==> src/verilog/mfpa_pkg.sv <==
// Purpose: Constants for the matched filter, polar converter and AGC block
// Assumes: APB slave with 32-bit words, one aligned word per register
// Notes:   Every control field resets to zero

`default_nettype none

package mfpa_pkg;

    // ----------------------------------------------------------------
    // Register byte offsets
    // ----------------------------------------------------------------
    localparam logic [7:0] ADDR_CFG  = 8'h00;
    localparam logic [7:0] ADDR_PWR  = 8'h04;
    localparam logic [7:0] ADDR_AGC  = 8'h08;
    localparam logic [7:0] ADDR_STAT = 8'h0c;

    // ----------------------------------------------------------------
    // Field positions
    // ----------------------------------------------------------------
    localparam int CFG_FIR_BIT  = 1;  // Shaped pulse FIR on
    localparam int CFG_ID_BIT   = 2;  // Integrate and dump on
    localparam int CFG_DEC_LSB  = 3;  // Decimation code, 3 bits
    localparam int CFG_POL_BIT  = 8;  // Polar source: 1 = I and D input
    localparam int CFG_SHF_LSB  = 9;  // Dump shifter, 3 bits
    localparam int PWR_THR_LSB  = 0;
    localparam int AGC_LO_LSB   = 0;
    localparam int AGC_UP_LSB   = 8;
    localparam int AGC_THR_LSB  = 16;
    localparam int AGC_M_LSB    = 24;
    localparam int AGC_E_LSB    = 28;
    localparam int AGC_DIS_BIT  = 31;
    localparam int ST_PH_LSB    = 8;
    localparam int ST_GAIN_LSB  = 16;
    localparam int ST_PDET_BIT  = 24;

    // ----------------------------------------------------------------
    // Reset values and arithmetic constants
    // ----------------------------------------------------------------
    localparam logic [31:0] REG_RST     = 32'h0000_0000;
    localparam logic [2:0]  DEC_MAX     = 3'h5;    // Decimation 32
    localparam int          FIR_TAPS    = 15;
    localparam int          FIR_SHIFT   = 8;
    localparam logic signed [8:0] FIR_COEF [FIR_TAPS] = '{
        9'sd2, -9'sd2, 9'sd1, 9'sd8, -9'sd16, -9'sd14, 9'sd86, 9'sd160,
        9'sd86, -9'sd14, -9'sd16, 9'sd8, 9'sd1, -9'sd2, 9'sd2};
    localparam logic [23:0] MAG_SCALE   = 24'h00007e; // 0.2 / CORDIC gain
    localparam int          MAG_SHIFT   = 10;
    localparam logic [15:0] ATAN_TAB [8] = '{
        16'h2000, 16'h12e4, 16'h09fb, 16'h0511,
        16'h028b, 16'h0146, 16'h00a3, 16'h0051};
    localparam logic [15:0] HALF_TURN   = 16'h8000;
    localparam logic [11:0] AGC_FRAC0   = 12'h000;

endpackage : mfpa_pkg

`default_nettype wire
==> src/verilog/mfpa_core.sv <==
// Purpose: Matched filters, decimator, polar converter and AGC main path
// Assumes: Samples arrive on clk_i with a one-cycle valid strobe
// Notes:   All state lives in one struct registered by one process
//
// Decided for this implementation: the address map and the APB register port.

`timescale 1ns/1ns
`default_nettype none

module mfpa_core
    import mfpa_pkg::*;
(
    input  wire logic        clk_i,
    input  wire logic        sys_rst_i,
    input  wire logic        psel_i,
    input  wire logic        penable_i,
    input  wire logic        pwrite_i,
    input  wire logic [7:0]  paddr_i,
    input  wire logic [31:0] pwdata_i,
    output logic      [31:0] prdata_o,
    output logic             pready_o,
    output logic             pslverr_o,
    input  wire logic [9:0]  samp_i_i,
    input  wire logic [9:0]  samp_q_i,
    input  wire logic        samp_vld_i,
    output logic      [9:0]  end_i_o,
    output logic      [9:0]  end_q_o,
    output logic             end_vld_o,
    output logic      [9:0]  mid_i_o,
    output logic      [9:0]  mid_q_o,
    output logic             mid_vld_o,
    output logic      [7:0]  mag_o,
    output logic      [7:0]  phase_o,
    output logic             phase_vld_o,
    output logic             phase_err_vld_o,
    output logic      [7:0]  agc_gain_o,
    output logic             power_detect_flag_o
);

    // ----------------------------------------------------------------
    // State
    // ----------------------------------------------------------------
    typedef struct packed {
        logic               fir_en;
        logic               id_en;
        logic [2:0]         dec;
        logic [2:0]         shf;
        logic               pol_src;
        logic [7:0]         pwr_thr;
        logic               agc_dis;
        logic [2:0]         agc_e;
        logic [3:0]         agc_m;
        logic [7:0]         agc_thr;
        logic [7:0]         agc_up;
        logic [7:0]         agc_lo;
        logic signed [9:0]  g_i;
        logic signed [9:0]  g_q;
        logic               g_v;
        logic [14:0][9:0]   sr_i;
        logic [14:0][9:0]   sr_q;
        logic               fpend;
        logic signed [9:0]  f_i;
        logic signed [9:0]  f_q;
        logic               f_v;
        logic signed [14:0] acc_i;
        logic signed [14:0] acc_q;
        logic [3:0]         cnt;
        logic signed [9:0]  dmp_i;
        logic signed [9:0]  dmp_q;
        logic               dmp_ph;
        logic signed [9:0]  s_i;
        logic signed [9:0]  s_q;
        logic               s_v;
        logic               sym_ph;
        logic [9:0]         end_i;
        logic [9:0]         end_q;
        logic               end_v;
        logic [9:0]         mid_i;
        logic [9:0]         mid_q;
        logic               mid_v;
        logic [7:0]         mag;
        logic [7:0]         ph;
        logic               pv;
        logic               pend;
        logic               pdet;
        logic [19:0]        agc_acc;
    } mfpa_state_s;

    mfpa_state_s r_ff;
    mfpa_state_s nxt_r;

    // ----------------------------------------------------------------
    // Arithmetic helpers
    // ----------------------------------------------------------------
    function automatic logic signed [9:0] sat10(input logic signed [23:0] v);
        logic signed [9:0] res;
        res = v[9:0];
        if (v > 24'sd511) begin
            res = 10'sd511;
        end else if (v < -24'sd512) begin
            res = -10'sd512;
        end
        return res;
    endfunction : sat10

    // Gain multiplier (1 + m/64) * 2^e
    function automatic logic signed [9:0] gain_apply(
        input logic signed [9:0] x,
        input logic [7:0]        g
    );
        logic signed [23:0] p;
        p = 24'(x) * $signed({17'h0, 7'(7'd64 + {1'b0, g[5:0]})});
        p = p <<< g[7:6];
        return sat10(p >>> 6);
    endfunction : gain_apply

    // CORDIC vectoring: {magnitude, phase}
    function automatic logic [15:0] polar(
        input logic signed [9:0] xi,
        input logic signed [9:0] yi
    );
        logic signed [13:0] x;
        logic signed [13:0] y;
        logic signed [13:0] xt;
        logic [15:0]        z;
        logic [23:0]        m;
        x = 14'(xi);
        y = 14'(yi);
        z = 16'h0000;
        if (x < 0) begin
            x = -x;
            y = -y;
            z = HALF_TURN;
        end
        for (int k = 0; k < 8; k++) begin
            xt = x;
            if (y >= 0) begin
                x = x + (y >>> k);
                y = y - (xt >>> k);
                z = z + ATAN_TAB[k];
            end else begin
                x = x - (y >>> k);
                y = y + (xt >>> k);
                z = z - ATAN_TAB[k];
            end
        end
        m = ({10'h000, x} * MAG_SCALE) >> MAG_SHIFT;
        if (m > 24'h0000ff) begin
            m = 24'h0000ff;
        end
        return {m[7:0], z[15:8]};
    endfunction : polar

    // ----------------------------------------------------------------
    // FIR tap products
    // ----------------------------------------------------------------
    logic signed [23:0] tap_i [FIR_TAPS];
    logic signed [23:0] tap_q [FIR_TAPS];

    genvar t;
    generate
        for (t = 0; t < FIR_TAPS; t++) begin : g_tap
            assign tap_i[t] = 24'($signed(r_ff.sr_i[t])) * 24'(FIR_COEF[t]);
            assign tap_q[t] = 24'($signed(r_ff.sr_q[t])) * 24'(FIR_COEF[t]);
        end
    endgenerate

    // ----------------------------------------------------------------
    // Next state
    // ----------------------------------------------------------------
    logic               wr;
    logic               id_on;
    logic [4:0]         id_len;
    logic signed [23:0] fs_i;
    logic signed [23:0] fs_q;
    logic signed [14:0] a_i;
    logic signed [14:0] a_q;
    logic signed [9:0]  d_i;
    logic signed [9:0]  d_q;
    logic               src_v;
    logic signed [9:0]  src_i;
    logic signed [9:0]  src_q;
    logic [15:0]        pol;
    logic signed [8:0]  err;
    logic signed [21:0] inc;
    logic signed [21:0] acc_n;
    logic signed [21:0] lim_hi;
    logic signed [21:0] lim_lo;

    always_comb begin
        nxt_r  = r_ff;
        wr     = psel_i && penable_i && pwrite_i;
        id_on  = r_ff.id_en && (r_ff.dec != 3'h0);
        id_len = 5'h01 << (r_ff.dec - 3'h1);
        fs_i   = 24'sd0;
        fs_q   = 24'sd0;
        a_i    = r_ff.acc_i;
        a_q    = r_ff.acc_q;
        d_i    = r_ff.dmp_i;
        d_q    = r_ff.dmp_q;
        err    = 9'sd0;
        inc    = 22'sd0;
        acc_n  = 22'sd0;
        lim_hi = $signed({2'b00, r_ff.agc_up, AGC_FRAC0});
        lim_lo = $signed({2'b00, r_ff.agc_lo, AGC_FRAC0});

        // Register writes
        if (wr) begin
            case (paddr_i)
                ADDR_CFG: begin
                    nxt_r.fir_en  = pwdata_i[CFG_FIR_BIT];
                    nxt_r.id_en   = pwdata_i[CFG_ID_BIT];
                    nxt_r.dec     = (pwdata_i[CFG_DEC_LSB +: 3] > DEC_MAX)
                                    ? DEC_MAX : pwdata_i[CFG_DEC_LSB +: 3];
                    nxt_r.pol_src = pwdata_i[CFG_POL_BIT];
                    nxt_r.shf     = pwdata_i[CFG_SHF_LSB +: 3];
                end
                ADDR_PWR: nxt_r.pwr_thr = pwdata_i[PWR_THR_LSB +: 8];
                ADDR_AGC: begin
                    nxt_r.agc_lo  = pwdata_i[AGC_LO_LSB +: 8];
                    nxt_r.agc_up  = pwdata_i[AGC_UP_LSB +: 8];
                    nxt_r.agc_thr = pwdata_i[AGC_THR_LSB +: 8];
                    nxt_r.agc_m   = pwdata_i[AGC_M_LSB +: 4];
                    nxt_r.agc_e   = pwdata_i[AGC_E_LSB +: 3];
                    nxt_r.agc_dis = pwdata_i[AGC_DIS_BIT];
                end
                default: ;
            endcase
        end

        // Gain adjust on the incoming samples
        nxt_r.g_v = samp_vld_i;
        if (samp_vld_i) begin
            nxt_r.g_i = gain_apply($signed(samp_i_i), r_ff.agc_acc[19:12]);
            nxt_r.g_q = gain_apply($signed(samp_q_i), r_ff.agc_acc[19:12]);
        end

        // Shaped pulse FIR, one cycle behind the delay line
        for (int k = 0; k < FIR_TAPS; k++) begin
            fs_i = fs_i + tap_i[k];
            fs_q = fs_q + tap_q[k];
        end
        nxt_r.fpend = r_ff.g_v;
        if (r_ff.g_v) begin
            nxt_r.sr_i = {r_ff.sr_i[13:0], r_ff.g_i};
            nxt_r.sr_q = {r_ff.sr_q[13:0], r_ff.g_q};
        end
        if (r_ff.fir_en) begin
            nxt_r.f_v = r_ff.fpend;
            if (r_ff.fpend) begin
                nxt_r.f_i = sat10(fs_i >>> FIR_SHIFT);
                nxt_r.f_q = sat10(fs_q >>> FIR_SHIFT);
            end
        end else begin
            nxt_r.f_v = r_ff.g_v;
            if (r_ff.g_v) begin
                nxt_r.f_i = r_ff.g_i;
                nxt_r.f_q = r_ff.g_q;
            end
        end

        // Integrate and dump with two-sample summer
        nxt_r.s_v = 1'b0;
        if (r_ff.f_v) begin
            if (!id_on) begin
                nxt_r.s_i = r_ff.f_i;
                nxt_r.s_q = r_ff.f_q;
                nxt_r.s_v = 1'b1;
            end else begin
                a_i = ((r_ff.cnt == 4'h0) ? 15'sd0 : r_ff.acc_i)
                      + 15'(r_ff.f_i);
                a_q = ((r_ff.cnt == 4'h0) ? 15'sd0 : r_ff.acc_q)
                      + 15'(r_ff.f_q);
                nxt_r.acc_i = a_i;
                nxt_r.acc_q = a_q;
                if (r_ff.cnt == 4'(id_len - 5'h01)) begin
                    nxt_r.cnt    = 4'h0;
                    d_i          = sat10(24'(a_i) >>> r_ff.shf);
                    d_q          = sat10(24'(a_q) >>> r_ff.shf);
                    nxt_r.dmp_i  = d_i;
                    nxt_r.dmp_q  = d_q;
                    nxt_r.dmp_ph = ~r_ff.dmp_ph;
                    if (r_ff.dmp_ph) begin
                        nxt_r.s_i = sat10(24'(d_i) + 24'(r_ff.dmp_i));
                        nxt_r.s_q = sat10(24'(d_q) + 24'(r_ff.dmp_q));
                        nxt_r.s_v = 1'b1;
                    end
                end else begin
                    nxt_r.cnt = r_ff.cnt + 4'h1;
                end
            end
        end

        // Split into end and mid symbol streams
        nxt_r.end_v = 1'b0;
        nxt_r.mid_v = 1'b0;
        if (r_ff.s_v) begin
            nxt_r.sym_ph = ~r_ff.sym_ph;
            if (r_ff.sym_ph) begin
                nxt_r.end_i = r_ff.s_i;
                nxt_r.end_q = r_ff.s_q;
                nxt_r.end_v = 1'b1;
            end else begin
                nxt_r.mid_i = r_ff.s_i;
                nxt_r.mid_q = r_ff.s_q;
                nxt_r.mid_v = 1'b1;
            end
        end

        // Polar converter and power detector
        src_v = r_ff.pol_src ? r_ff.f_v : r_ff.s_v;
        src_i = r_ff.pol_src ? r_ff.f_i : r_ff.s_i;
        src_q = r_ff.pol_src ? r_ff.f_q : r_ff.s_q;
        pol   = polar(src_i, src_q);
        nxt_r.pv = src_v;
        if (src_v) begin
            nxt_r.mag  = pol[15:8];
            nxt_r.ph   = pol[7:0];
            nxt_r.pend = r_ff.pol_src | r_ff.sym_ph;
            nxt_r.pdet = pol[15:8] > r_ff.pwr_thr;
        end

        // AGC error detector and loop filter
        if (r_ff.pv && r_ff.pend) begin
            err = r_ff.agc_dis ? 9'sd0
                  : $signed({1'b0, r_ff.mag}) - $signed({1'b0, r_ff.agc_thr});
            inc = (22'(err) * $signed({18'h0, r_ff.agc_m})) >>> r_ff.agc_e;
            acc_n = $signed({2'b00, r_ff.agc_acc}) + inc;
            if (acc_n > lim_hi) begin
                acc_n = lim_hi;
            end
            if (acc_n < lim_lo) begin
                acc_n = lim_lo;
            end
            nxt_r.agc_acc = acc_n[19:0];
        end
    end

    // ----------------------------------------------------------------
    // Register the state
    // ----------------------------------------------------------------
    always_ff @(posedge clk_i) begin
        if (sys_rst_i) begin
            r_ff <= '0;
        end else begin
            r_ff <= nxt_r;
        end
    end

    // ----------------------------------------------------------------
    // APB read side and outputs
    // ----------------------------------------------------------------
    logic unmapped;

    assign unmapped  = (paddr_i != ADDR_CFG) && (paddr_i != ADDR_PWR)
                       && (paddr_i != ADDR_AGC) && (paddr_i != ADDR_STAT);
    assign pready_o  = 1'b1;
    assign pslverr_o = psel_i && penable_i && unmapped;

    // Read data mux
    always_comb begin
        prdata_o = REG_RST;
        case (paddr_i)
            ADDR_CFG: begin
                prdata_o[CFG_FIR_BIT]       = r_ff.fir_en;
                prdata_o[CFG_ID_BIT]        = r_ff.id_en;
                prdata_o[CFG_DEC_LSB +: 3]  = r_ff.dec;
                prdata_o[CFG_POL_BIT]       = r_ff.pol_src;
                prdata_o[CFG_SHF_LSB +: 3]  = r_ff.shf;
            end
            ADDR_PWR:  prdata_o[PWR_THR_LSB +: 8] = r_ff.pwr_thr;
            ADDR_AGC:  prdata_o = {r_ff.agc_dis, r_ff.agc_e, r_ff.agc_m,
                                   r_ff.agc_thr, r_ff.agc_up, r_ff.agc_lo};
            ADDR_STAT: begin
                prdata_o[7:0]               = r_ff.mag;
                prdata_o[ST_PH_LSB +: 8]    = r_ff.ph;
                prdata_o[ST_GAIN_LSB +: 8]  = r_ff.agc_acc[19:12];
                prdata_o[ST_PDET_BIT]       = r_ff.pdet;
            end
            default: ;
        endcase
    end

    // Stream outputs
    assign end_i_o             = r_ff.end_i;
    assign end_q_o             = r_ff.end_q;
    assign end_vld_o           = r_ff.end_v;
    assign mid_i_o             = r_ff.mid_i;
    assign mid_q_o             = r_ff.mid_q;
    assign mid_vld_o           = r_ff.mid_v;
    assign mag_o               = r_ff.mag;
    assign phase_o             = r_ff.ph;
    assign phase_vld_o         = r_ff.pv;
    assign phase_err_vld_o     = r_ff.pv && r_ff.pend;
    assign agc_gain_o          = r_ff.agc_acc[19:12];
    assign power_detect_flag_o = r_ff.pdet;
endmodule : mfpa_core

`default_nettype wire

==> config.mk <==
export PLATFORM = sky130hd
export DESIGN_NAME = mfpa_core
export DESIGN_NICKNAME = d
export VERILOG_FILES = /design/src/verilog/mfpa_pkg.sv /design/src/verilog/mfpa_core.sv
export SDC_FILE = /design/constraint.sdc
export NUM_CORES = 2
export LEC_CHECK = 0
export ABC_CLOCK_PERIOD_IN_PS = 61800
export BUFFER_PORTS_ARGS = -buffer_cell sky130_fd_sc_hd__buf_2
export CAP_MARGIN = 20
export CORE_UTILIZATION = 50
export CTS_CLUSTER_SIZE = 28
export DETAILED_ROUTE_END_ITERATION = 8
export GPL_TIMING_DRIVEN = 1
export PLACE_DENSITY_LB_ADDON = 0.12
export SYNTH_ARGS = -nofsm -noshare
export SYNTH_HDL_FRONTEND = slang
export SYNTH_SLANG_ARGS = --single-unit
==> constraint.sdc <==
create_clock -name clk_i -period 61.8 [get_ports clk_i]
set_input_delay 3.09 -clock clk_i [delete_from_list [all_inputs] [get_ports clk_i]]
set_output_delay 3.09 -clock clk_i [all_outputs]
set_load 0.05 [all_outputs]
==> metrics <==
clock skew=0.0325 ns; RSZ-0062 raised after global routing=false; largest family of logic cells by synthesized area=adder cells; Worst EP required=roughly 62 ns; beginning of the worst hold path=r_ff[133]$_SDFFE_PP0P_; Synth Area in XOR/XNOR=under 10%; total die area=roughly 140000 µm²; Critical R2R Launch=r_ff[541]$_SDFFE_PP0P_; CTS max path bufs=3; Post-CTS Setup Repair Bufs=0; I/O pin cnt=around 170; max_slew headroom=23.8%; Fillers=between 10000 and 15000; initial DRC count=~3300; Critical Setup Path Class=reg2reg; Worst setup SP type=flop; CTS clk-pin slew, worst paths=0.06 ns; worst reg-to-reg setup slack=between 20 and 30 ns; CTS H-tree lvls=3; Synth Cell Area=about 71000 µm²; most common library cells after synthesis=inv_1, ha_1, nor2_1, fa_1, a21oi_1; hold endpoint=r_ff[133]$_SDFFE_PP0P_; maxcap violations=0; Reg-to-Reg End=power_detect_flag_o$_SDFFE_PP0P_; Tmin final=35.01 ns; final setup margin=26.79 ns; DRC violations left=0; crit end category=flop; Rows=137; most frequent CP cell=o21ai_0; Critical Path Max Stage Delay=0.92 ns; Final setup viols=0; worst hold-check path type=reg2reg; Layout Area Growth over Synthesis=6.80%; fraction of registers with async set/reset=0%; initial core utilization=between 50% and 60%; Yosys top cell area share=roughly a fifth; Num CTS Buffers=just under 70; layout cells sized above 1=5.43%; Port Buffer Count=between 150 and 200; pin count of the biggest net entering global routing=approximately 190; Synth Area per Inst=around 8.7 µm²; Post-synth EDFFs=0; hold depth=2; drt pass-1 iters=6; Post-Synthesis Cells=8178; sequential area share after synthesis=between 10% and 20%; setup TNS=0 ns; status=complete, no violations; cts hold-fix bufs=0; initial antenna violation count=3; Top FF cell, synth=dfxtp_1; final net count=9826; worst-path fanout max=42; largest area contributor in the netlist=fa_1; vias in the first global route=around 54000; Place WS=approximately 27 ns; CTS tree=built; top-count cell post-synth=inv_1; die height=between 300 and 400 µm; first-pass GRT wire length=290 mm; global placer's final weighted congestion=around 0.89; R2R cell count=about 160; number of synthesized register bits=550; Final Max Slew Viols=0; Clk Latency, worst-skew pair=~0.65 ns; post-synthesis mux area share=under 10%; Yosys warning total=0; DP HPWL=approximately 150 mm; GRT overflow=0; Post-Route WL=178 mm; post-CTS resize count=0; Tcrit/Tclk final=56.6%; Die Width=about 380 µm; top post-synthesis cells by area=fa_1, dfxtp_1, ha_1; area share of and/or/nand/nor cells after synthesis=between 10% and 20%; worst endpoint data arrival time=35.52 ns; Clock Sinks=550; CORE AREA=140000 µm²; slowest cell on the critical path=clkinv_1; final hold vios=0; Root Buffer=clkbuf_16; Slew @ Worst Pin=between 1 and 1.5 ns; overall global routing resource usage=between 20% and 30%; maximum clock rate=between 20 and 30 MHz; routed via count=between 50000 and 60000; synth unique cells=~100; Synth Area in Adders=between 30 and 40%; Post-DRT Antenna Nets=0; post-synthesis compound-gate area fraction=between 10% and 20%; routed len/inst=approximately 18 µm; Vias per Instance=between 5 and 6
## cell families after synthesis
family	count (synthesis)
compound gates	1431
xor+xnor	682
fa+ha+maj	1579
buf+inv	1619
flops	550
mux	484
other cells	2
simple gates	1831
## state kept, by name, summed over array words and instances, names as in the netlist
signal	count
end_i_o	10
nxt_r	1
end_q_o	10
end_vld_o	1
mag_o	8
r_ff	465
phase_vld_o	1
mid_q_o	10
phase_o	8
agc_gain_o	8
power_detect_flag_o	1
mid_i_o	10
mid_vld_o	1
lim_hi	8
lim_lo	8
## layout make-up
| class | instances | area [µm²] | share of cell area (%) |
|---|---|---|---|
| well taps | 1876 | 2350 | 3.10 |
| multi-input cells | 6038 | 53800 | 71.0 |
| clock buffers | 87 | 1880 | 2.49 |
| inverters | 1305 | 4900 | 6.46 |
| diodes | 1 | 2.50 | 0.00330 |
| flip-flops and latches | 550 | 11000 | 14.5 |
| repair buffers | 217 | 1270 | 1.67 |
| clock inverters | 36 | 557 | 0.734 |
## worst max path at each step
stage / start / endpoint / slack, ns / cells after the start
final: r_ff[541]$_SDFFE_PP0P_ / power_detect_flag_o$_SDFFE_PP0P_ / 26.79 / 163
after global placement: r_ff[541]$_SDFFE_PP0P_ / power_detect_flag_o$_SDFFE_PP0P_ / 27.34 / 162
after detailed placement: r_ff[541]$_SDFFE_PP0P_ / power_detect_flag_o$_SDFFE_PP0P_ / 27.19 / 163
after global routing: r_ff[541]$_SDFFE_PP0P_ / power_detect_flag_o$_SDFFE_PP0P_ / 23.32 / 163
after CTS: r_ff[541]$_SDFFE_PP0P_ / power_detect_flag_o$_SDFFE_PP0P_ / 27.00 / 163
after floorplan: r_ff[541]$_SDFFE_PP0P_ / power_detect_flag_o$_SDFFE_PP0P_ / 30.11 / 168
## critical path, delay by kind of cell (launching register included)
| kind | cells | cell delay (ns) |
|---|---|---|
| AOI/OAI and AO/OA | 89 | 17.01 |
| muxes | 5 | 1.50 |
| buffers and inverters | 15 | 4.22 |
| xor gates and xnor gates | 10 | 3.19 |
| adders and majority gates | 14 | 4.48 |
| DFF | 1 | 0.45 |
| and+or+nand+nor | 30 | 3.90 |
## per-layer routing
layer  global-route usage [%]  wire length (µm)  vias up  part of all wire [%]
met4                     5.61              3390        2                   1.9
met1                     36.6             86400    26114                    49
met3                     2.69              7390      172                   4.2
met5                        0                17        -                0.0096
li1                         -                 -    26675                     -
met2                     40.4             80600      905                    45
## metrics by stage
stage	util (%)	cells	cell area [µm²]	hold slack [ns]
after floorplan	-	8207	71100	0.432
after global placement	52.3	9983	73400	0.437
after detailed placement	52.3	9984	73400	0.443
after CTS	54.1	10107	75800	0.450
after global routing	54.1	10110	75800	0.467
final	54.1	10110	75800	0.447
## layout by cell type, fill, tap and decap left out, types with 20 or more instances in the layout
| master | instances |
|---|---|
| inv_1 | 1300 |
| ha_1 | 855 |
| nor2_1 | 767 |
| fa_1 | 724 |
| a21oi_1 | 570 |
| dfxtp_1 | 545 |
| xnor2_1 | 452 |
| nand2_1 | 436 |
| mux2i_1 | 434 |
| xor2_1 | 224 |
| o21ai_0 | 223 |
| o21bai_1 | 175 |
| buf_2 | 167 |
| and2_1 | 146 |
| a21o_1 | 142 |
| nor3_1 | 102 |
| nand2b_1 | 69 |
| clkbuf_16 | 69 |
| nor2b_1 | 68 |
| nand3_1 | 48 |
| buf_4 | 44 |
| o21a_1 | 42 |
| o31ai_1 | 41 |
| or3_1 | 36 |
| mux2_2 | 33 |
| conb_1 | 31 |
| a211oi_1 | 30 |
| a21boi_0 | 25 |
| nor4_1 | 24 |
| a22o_1 | 22 |
| o211ai_1 | 21 |
| a31oi_1 | 20 |
| and3_1 | 20 |
Power is left out: the tool's default activity adds up to more than one toggle a clock period on the data nets, which glitch-free logic cannot reach.
